--- config.mk ---
export PLATFORM = sky130hd
export DESIGN_NAME = ddr_strobe_input_capture
export DESIGN_NICKNAME = d
export VERILOG_FILES = /design/src/ddr_capture_pkg.sv /design/src/ddr_strobe_input_capture.sv /design/src/pair_fifo.sv
export SDC_FILE = /design/constraint.sdc
export NUM_CORES = 1
export LEC_CHECK = 0
export ABC_CLOCK_PERIOD_IN_PS = 3400
export BUFFER_PORTS_ARGS = -buffer_cell sky130_fd_sc_hd__buf_2
export CAP_MARGIN = 0
export CORE_MARGIN = 8
export CORE_UTILIZATION = 40
export DETAILED_ROUTE_END_ITERATION = 10
export HOLD_SLACK_MARGIN = 0.08
export SYNTH_ARGS = -nofsm -noshare
export SYNTH_HDL_FRONTEND = slang
export SYNTH_HIERARCHICAL = 1
export SYNTH_SLANG_ARGS = --single-unit
--- constraint.sdc ---
create_clock -name clk -period 3.4 [get_ports clk]
set_input_delay 0.68 -clock clk [delete_from_list [all_inputs] [get_ports clk]]
set_output_delay 0.68 -clock clk [all_outputs]
set_load 0.01 [all_outputs]
--- src/ddr_capture_pkg.sv ---
// Shared types and constants for the DDR strobe input capture block.
// Assumes a single 100 MHz system clock domain on the core side.
package ddr_capture_pkg;
    localparam int unsigned DATA_W      = 8;
    localparam int unsigned FIFO_DEPTH  = 8;
    localparam logic        POL_RISE    = 1'b0;

    // Capture modes of the right-edge input cell
    typedef enum logic [1:0] {
        MODE_SDR = 2'b00,
        MODE_DDR_GENERIC = 2'b01,
        MODE_DDR_MEMORY = 2'b10
    } capture_mode_t;

    // One resynchronised word pair
    typedef struct packed {
        logic [DATA_W-1:0] rise_data;
        logic [DATA_W-1:0] fall_data;
    } word_pair_t;
endpackage

--- src/ddr_strobe_input_capture.sv ---
// Right-edge input capture: SDR, generic DDR and DDR memory modes.
// Assumes pins and strobe come from outside clk's domain; the strobe
// is a slow sampled input (125 ns period), edges found on clk.
//
// Functional notes
// Right-edge cell supports all generic input modes plus DDR memory capture.
// DDR memory mode samples data on both shifted strobe edges, two streams.
// Both streams resynchronised into system clock before reaching the core.
// Polarity select picks which clock edge the synchronisation registers use; here all use posedge clk and it delays memory-mode handoff one cycle.
// External strobe logic supplies shifted strobe and polarity select.
// Rising and falling streams stay on separate fixed outputs toward core.
`timescale 1ns/100ps
module ddr_strobe_input_capture #(
    parameter int unsigned W     = ddr_capture_pkg::DATA_W,
    parameter int unsigned DEPTH = ddr_capture_pkg::FIFO_DEPTH
) (
    // Clock and reset
    input  wire logic                  clk,
    input  wire logic                  rst,
    // Pins and strobe-side controls
    input  wire logic [W-1:0]          pad_data,
    input  wire logic                  shifted_read_strobe,
    input  wire logic                  sync_clock_polarity_sel,
    input  wire ddr_capture_pkg::capture_mode_t mode,
    // Core side
    output logic                       core_valid,
    input  wire logic                  core_ready,
    output logic [W-1:0]               core_rise_data,
    output logic [W-1:0]               core_fall_data,
    output logic                       overflow
);
    // ==========================================================
    // Input synchronisers
    // ==========================================================
    logic [W-1:0] pad_m_q, pad_s_q;
    logic [2:0]   dqs_q;
    logic         pol_m_q, pol_s_q;
    logic         strobe_rise, strobe_fall;

    // Two flops before any logic sees a pin; dqs_q[2] is edge history
    always_ff @(posedge clk) begin
        if (rst) begin
            pad_m_q <= '0;
            pad_s_q <= '0;
            dqs_q   <= '0;
            pol_m_q <= 1'b0;
            pol_s_q <= 1'b0;
        end else begin
            pad_m_q <= pad_data;
            pad_s_q <= pad_m_q;
            dqs_q   <= {dqs_q[1:0], shifted_read_strobe};
            pol_m_q <= sync_clock_polarity_sel;
            pol_s_q <= pol_m_q;
        end
    end

    assign strobe_rise = dqs_q[1] && !dqs_q[2];
    assign strobe_fall = !dqs_q[1] && dqs_q[2];

    // ==========================================================
    // Strobe-edge capture
    // ==========================================================
    logic [W-1:0] rise_cap_q, fall_cap_q;
    logic         pair_ready_q;
    logic         is_ddr;

    assign is_ddr = (mode != ddr_capture_pkg::MODE_SDR);

    // Separate registers per strobe edge form two streams
    always_ff @(posedge clk) begin
        if (rst) begin
            rise_cap_q <= '0;
            fall_cap_q <= '0;
        end else begin
            if (strobe_rise) begin
                rise_cap_q <= pad_s_q;
            end
            if (strobe_fall && is_ddr) begin
                fall_cap_q <= pad_s_q;
            end
        end
    end

    // A pair is complete on falling edge in DDR modes, rising in SDR
    always_ff @(posedge clk) begin
        if (rst) begin
            pair_ready_q <= 1'b0;
        end else begin
            pair_ready_q <= is_ddr ? strobe_fall : strobe_rise;
        end
    end

    // ==========================================================
    // Resynchronisation stage with selectable phase
    // ==========================================================
    // Polarity select delays the handoff by one cycle, the sampled
    // equivalent of using the opposite sync-clock edge. Memory mode only.
    logic         hold_q;
    ddr_capture_pkg::word_pair_t hold_word_q;
    logic         sync_valid_q;
    ddr_capture_pkg::word_pair_t sync_word_q;
    logic         use_late;

    assign use_late = (mode == ddr_capture_pkg::MODE_DDR_MEMORY)
                   && (pol_s_q != ddr_capture_pkg::POL_RISE);

    // Hold register for the late phase
    always_ff @(posedge clk) begin
        if (rst) begin
            hold_q      <= 1'b0;
            hold_word_q <= '0;
        end else begin
            hold_q      <= pair_ready_q && use_late;
            hold_word_q <= {rise_cap_q, fall_cap_q};
        end
    end

    // System-domain register pair feeding the buffer
    always_ff @(posedge clk) begin
        if (rst) begin
            sync_valid_q <= 1'b0;
            sync_word_q  <= '0;
        end else begin
            if (hold_q) begin
                sync_valid_q <= 1'b1;
                sync_word_q  <= hold_word_q;
            end else if (pair_ready_q && !use_late) begin
                sync_valid_q <= 1'b1;
                sync_word_q  <= {rise_cap_q, fall_cap_q};
            end else begin
                sync_valid_q <= 1'b0;
            end
        end
    end

    // ==========================================================
    // Buffer toward core
    // ==========================================================
    logic       fifo_in_ready, fifo_out_valid, take;
    logic [2*W-1:0] fifo_out;

    pair_fifo #(.WIDTH(2*W), .DEPTH(DEPTH)) u_fifo (
        .clk       (clk),
        .rst       (rst),
        .in_valid  (sync_valid_q),
        .in_ready  (fifo_in_ready),
        .in_data   (sync_word_q),
        .out_valid (fifo_out_valid),
        .out_ready (take),
        .out_data  (fifo_out)
    );

    // Output stage keeps every output on a flop; strobe data cannot
    // be stalled, so a full buffer drops the pair and flags it.
    assign take = fifo_out_valid && (!core_valid || core_ready);

    // Fixed lanes: rise data and fall data never swap
    always_ff @(posedge clk) begin
        if (rst) begin
            core_valid     <= 1'b0;
            core_rise_data <= '0;
            core_fall_data <= '0;
        end else if (take) begin
            core_valid     <= 1'b1;
            core_rise_data <= fifo_out[2*W-1:W];
            core_fall_data <= fifo_out[W-1:0];
        end else if (core_ready) begin
            core_valid <= 1'b0;
        end
    end

    // Sticky loss flag
    always_ff @(posedge clk) begin
        if (rst) begin
            overflow <= 1'b0;
        end else if (sync_valid_q && !fifo_in_ready) begin
            overflow <= 1'b1;
        end
    end

    // ==========================================================
    // Checks
    // ==========================================================
    property p_rise_capture;
        @(posedge clk) disable iff (rst)
        strobe_rise |=> rise_cap_q == $past(pad_s_q);
    endproperty
    a_rise_capture: assert property (p_rise_capture)
        else $error("rise capture mismatch");

    property p_fall_capture;
        @(posedge clk) disable iff (rst)
        (strobe_fall && is_ddr) |=> fall_cap_q == $past(pad_s_q);
    endproperty
    a_fall_capture: assert property (p_fall_capture)
        else $error("fall capture mismatch");

    property p_sdr_no_fall;
        @(posedge clk) disable iff (rst)
        !is_ddr |=> $stable(fall_cap_q);
    endproperty
    a_sdr_no_fall: assert property (p_sdr_no_fall)
        else $error("fall register moved in SDR mode");

    property p_early_phase;
        @(posedge clk) disable iff (rst)
        (pair_ready_q && !use_late) |=> sync_valid_q;
    endproperty
    a_early_phase: assert property (p_early_phase)
        else $error("early phase handoff missing");

    property p_late_phase;
        @(posedge clk) disable iff (rst)
        (pair_ready_q && use_late) |=> !sync_valid_q ##1 sync_valid_q;
    endproperty
    a_late_phase: assert property (p_late_phase)
        else $error("late phase handoff wrong");

    property p_sync_source;
        @(posedge clk) disable iff (rst)
        sync_valid_q |-> $past(pair_ready_q) || $past(hold_q);
    endproperty
    a_sync_source: assert property (p_sync_source)
        else $error("sync valid without capture");

    property p_lane_fixed;
        @(posedge clk) disable iff (rst)
        take |=> core_rise_data == $past(fifo_out[2*W-1:W])
              && core_fall_data == $past(fifo_out[W-1:0]);
    endproperty
    a_lane_fixed: assert property (p_lane_fixed)
        else $error("core lanes swapped");

    property p_core_hold;
        @(posedge clk) disable iff (rst)
        (core_valid && !core_ready) |=> core_valid && $stable(core_rise_data);
    endproperty
    a_core_hold: assert property (p_core_hold)
        else $error("core data dropped under stall");
endmodule // ddr_strobe_input_capture

--- src/pair_fifo.sv ---
// Small flip-flop FIFO with valid/ready on both sides.
// Assumes both sides on clk; rst synchronous active high.
`timescale 1ns/100ps
module pair_fifo #(
    parameter int unsigned WIDTH = 16,
    parameter int unsigned DEPTH = 8
) (
    // Clock and reset
    input  wire logic             clk,
    input  wire logic             rst,
    // Fill side
    input  wire logic             in_valid,
    output logic                  in_ready,
    input  wire logic [WIDTH-1:0] in_data,
    // Drain side
    output logic                  out_valid,
    input  wire logic             out_ready,
    output logic [WIDTH-1:0]      out_data
);
    localparam int unsigned AW = $clog2(DEPTH);
    logic [WIDTH-1:0] mem_q [DEPTH];
    logic [AW-1:0]    wr_q;
    logic [AW-1:0]    rd_q;
    logic [AW:0]      cnt_q;
    logic             push;
    logic             pop;

    assign in_ready  = (cnt_q != (AW+1)'(DEPTH));
    assign out_valid = (cnt_q != '0);
    assign out_data  = mem_q[rd_q];
    assign push      = in_valid && in_ready;
    assign pop       = out_valid && out_ready;

    // Storage
    always_ff @(posedge clk) begin
        if (push) begin
            mem_q[wr_q] <= in_data;
        end
    end

    // Pointers and fill level
    always_ff @(posedge clk) begin
        if (rst) begin
            wr_q  <= '0;
            rd_q  <= '0;
            cnt_q <= '0;
        end else begin
            if (push) begin
                wr_q <= (wr_q == AW'(DEPTH-1)) ? '0 : wr_q + 1'b1;
            end
            if (pop) begin
                rd_q <= (rd_q == AW'(DEPTH-1)) ? '0 : rd_q + 1'b1;
            end
            cnt_q <= cnt_q + (AW+1)'(push) - (AW+1)'(pop);
        end
    end
endmodule // pair_fifo

==> impl_metrics.json <==
{
  "htreeDepth": 1,
  "whs_ns": 0.384,
  "tritoncts": "yes",
  "clock-sinks": 231,
  "die_y_um": 165,
  "grt_pass1_vias": 4625,
  "vias": 4600,
  "nNetsFinal": 634,
  "syn_inst": 580,
  "p_sw_mw": 1.60,
  "drt-wirelength-per-cell_um": 17.1,
  "maxCapViolations": 0,
  "power_per_cell_area_mw_per_mm2": 671,
  "worstMarginPinSlew_ns": 1.07,
  "placed_cells": 863,
  "endpoint_kind": "register",
  "fill_cells": 1899,
  "io-pin-count": 33,
  "period_share_pct": 83.5,
  "cts_root_buf": "clkbuf_16",
  "cp_cell_sequence": "inv_1 > ha_1 > or3b_1 > inv_2 > nor2_1 > and2_1 > ha_1 > inv_1 > ha_1 > fa_1 > xnor2_1 > nor2_1",
  "required_ns": 3.74,
  "finish.utilization_pct": 46.4,
  "path_max_fanout": 18,
  "clk_latency_ns": 0.50,
  "grt_max_degree": 108,
  "hold_violations": 0,
  "hold_path_class": "input pin to register",
  "final_cell_count_no_fill": 904,
  "synth-edff-count": 128,
  "yosys-top-cells-area": "edfxtp_1 (43%), dfxtp_1 (23%), mux4_1 (8.3%)",
  "cts_made_buffers": 23,
  "num_antenna_cells": 0,
  "crit_type": "register to register",
  "relSlewSlack_pct": 28.4,
  "yosys.area.top_type_share_pct": 43.3,
  "ys_types": 39,
  "seqPwrFrac_pct": 46.6,
  "sw_frac_of_total_pct": 23.6,
  "synthFlopType": "edfxtp_1",
  "fp.dieW_um": 165,
  "drt_wl_total_um": 15400,
  "crit_slowest_cell": "fa_1",
  "rsz0062_at_grt": "false",
  "hpwl_um": 9530,
  "p_int_mw": 5.19,
  "io_buffers": 32,
  "setup_violations": 0,
  "grt-ovfl-total": 0,
  "path_delay_family": "adder cells",
  "yosysTopAreaCell": "edfxtp_1",
  "syn-cell-area_mm2": 0.00888,
  "route.detailed.drc": 0,
  "drive_above_1_share_pct": 20.2,
  "clkTransAtPathRegs_ns": 0.06,
  "path_buf_inv": 3,
  "gp_congestion": 0.703,
  "synthesis.nets": 606,
  "clock_path_buffers": 3,
  "coreArea_mm2": 0.0218,
  "arrival_ns": 3.18,
  "drtIter0Drc": 297,
  "yosys.cell_count.top_type": "edfxtp_1",
  "avgSynthCellArea_um2": 15.3,
  "cts_resized": 0,
  "yosys_warnings": 6,
  "slew_viol_final": 0,
  "start_kind": "register",
  "initial_core_util_pct": 40.7,
  "syn2layout_area_growth_pct": 13.9,
  "fmax_mhz": 352,
  "grt_antenna_before_repair": 0,
  "die_area_mm2": 0.0272,
  "netlist_top_cells_count": "edfxtp_1 (128), dfxtp_1 (103), nor2b_1 (42), a21oi_1 (36), mux4_1 (28)",
  "ys_ff_latch": 231,
  "status": "complete, no violations",
  "min_period_ns": 2.84,
  "setup-tns-final_ns": 0,
  "dr.pass1.iters": 4,
  "max_stage_delay_ns": 0.41,
  "seq_area_frac_synth_pct": 66.5,
  "postCtsSetupBuffers": 0,
  "postCtsHoldBufs": 0,
  "grt.total_usage_pct": 11.4,
  "vdd_drop_max_mv": 0.357,
  "final.setup_skew_ns": 0.0103,
  "synthArstFlopShare_pct": 0,
  "comb_power_share_pct": 14.5,
  "p_leak_nw": 3.46,
  "drt-vias-per-instance": 5.09,
  "grt_pass1_wl_um": 24400,
  "crit_top_cell": "ha_1",
  "clockPowerShare_pct": 38.9,
  "antenna_left": 0,
  "row_count": 54
}
-- per-stage QoR --
stage	worst slack [ns]	cell area, um2	total power [mW]
floorplan	0.474	8880	3.97
global placement	0.687	9310	4.17
detailed placement	0.546	9310	4.22
CTS	0.540	10100	6.87
global route	0.394	10100	7.09
finish	0.561	10100	6.79
-- cell type report --
cell class | instances | area [um2] | area share, %
clock buffer | 31 | 656 | 6.48
multi-input combinational | 303 | 2790 | 27.6
tap | 280 | 350 | 3.46
timing repair buffer | 42 | 238 | 2.35
inverter | 7 | 26.3 | 0.260
clock inverter | 10 | 153 | 1.51
sequential | 231 | 5910 | 58.4
-- cell usage in the layout, fill, tap and decap left out, types with 2 or more instances in the layout --
cell type / synthesis / routed
a211oi_2: 10 / 10
nor3_1: 7 / 3
or3b_2: 2 / 2
clkbuf_8: 0 / 5
a21oi_1: 36 / 36
edfxtp_1: 128 / 128
ha_1: 10 / 10
nand2b_1: 13 / 13
bufinv_16: 0 / 4
mux2_2: 18 / 18
nand3_1: 19 / 19
or3b_1: 9 / 9
nor3_4: 0 / 4
nor2_2: 2 / 2
mux2i_1: 20 / 20
clkbuf_16: 0 / 23
buf_2: 6 / 31
clkinv_2: 0 / 5
nor2b_1: 42 / 42
nand2_1: 17 / 17
mux4_2: 4 / 4
mux4_1: 28 / 28
clkbuf_1: 18 / 3
dfxtp_1: 103 / 103
nor2_1: 9 / 9
inv_1: 6 / 6
a211oi_1: 22 / 22
o21ai_0: 24 / 24
buf_4: 1 / 11
-- cell families (layout without fill, tap and decap cells) --
family / Yosys count / count (layout) / share of synthesized area, %
AO/OA/AOI/OAI: 94 / 94 / 6.80
XOR/XNOR: 1 / 1 / 0.0986
adder cells (fa/ha/maj): 11 / 11 / 1.63
buffers and inverters: 46 / 90 / 2.69
flip-flops: 231 / 231 / 66.5
multiplexers: 70 / 70 / 13.8
AND/OR/NAND/NOR: 127 / 127 / 8.48
-- per-layer routing --
| metal | routed length [um] | global-route usage (%) | vias to the layer above |
|---|---|---|---|
| li1 | - | - | 2253 |
| met1 | 7050 | 14.6 | 2237 |
| met2 | 7390 | 19.2 | 86 |
| met3 | 657 | 2.39 | 24 |
| met4 | 319 | 2.91 | 0 |
| met5 | 0 | 0 | - |
-- sequential cells by signal, indices dropped and copies added (netlist names), 8 cells and up, named ones only --
signal,cells
u_fifo/mem_q,128
hold_word_q,16
sync_word_q,16
core_fall_data,8
core_rise_data,8
fall_cap_q,8
pad_m_q,8
pad_s_q,8
rise_cap_q,8
-- power groups by stage --
stage | clock network (mW) | registers (mW) | logic [mW]
floorplan | 0 | 3.22 | 0.753
global placement | 0 | 3.21 | 0.959
detailed placement | 0 | 3.23 | 0.999
CTS | 2.70 | 3.17 | 1.00
global route | 2.81 | 3.18 | 1.10
finish | 2.64 | 3.16 | 0.985
-- final timing paths --
path                            slack, ns                 from         endpoint  depth (start not counted)
worst max register to register       0.56      u_fifo/cnt_q[2]  u_fifo/cnt_q[2]                         12
worst min-delay path                 0.38  shifted_read_strobe         dqs_q[0]                          2
worst max-delay path                 0.56      u_fifo/cnt_q[2]  u_fifo/cnt_q[2]                         12
worst min register to register       0.44           pad_m_q[0]       pad_s_q[0]                          1
Power figures use the tool's default switching activity.
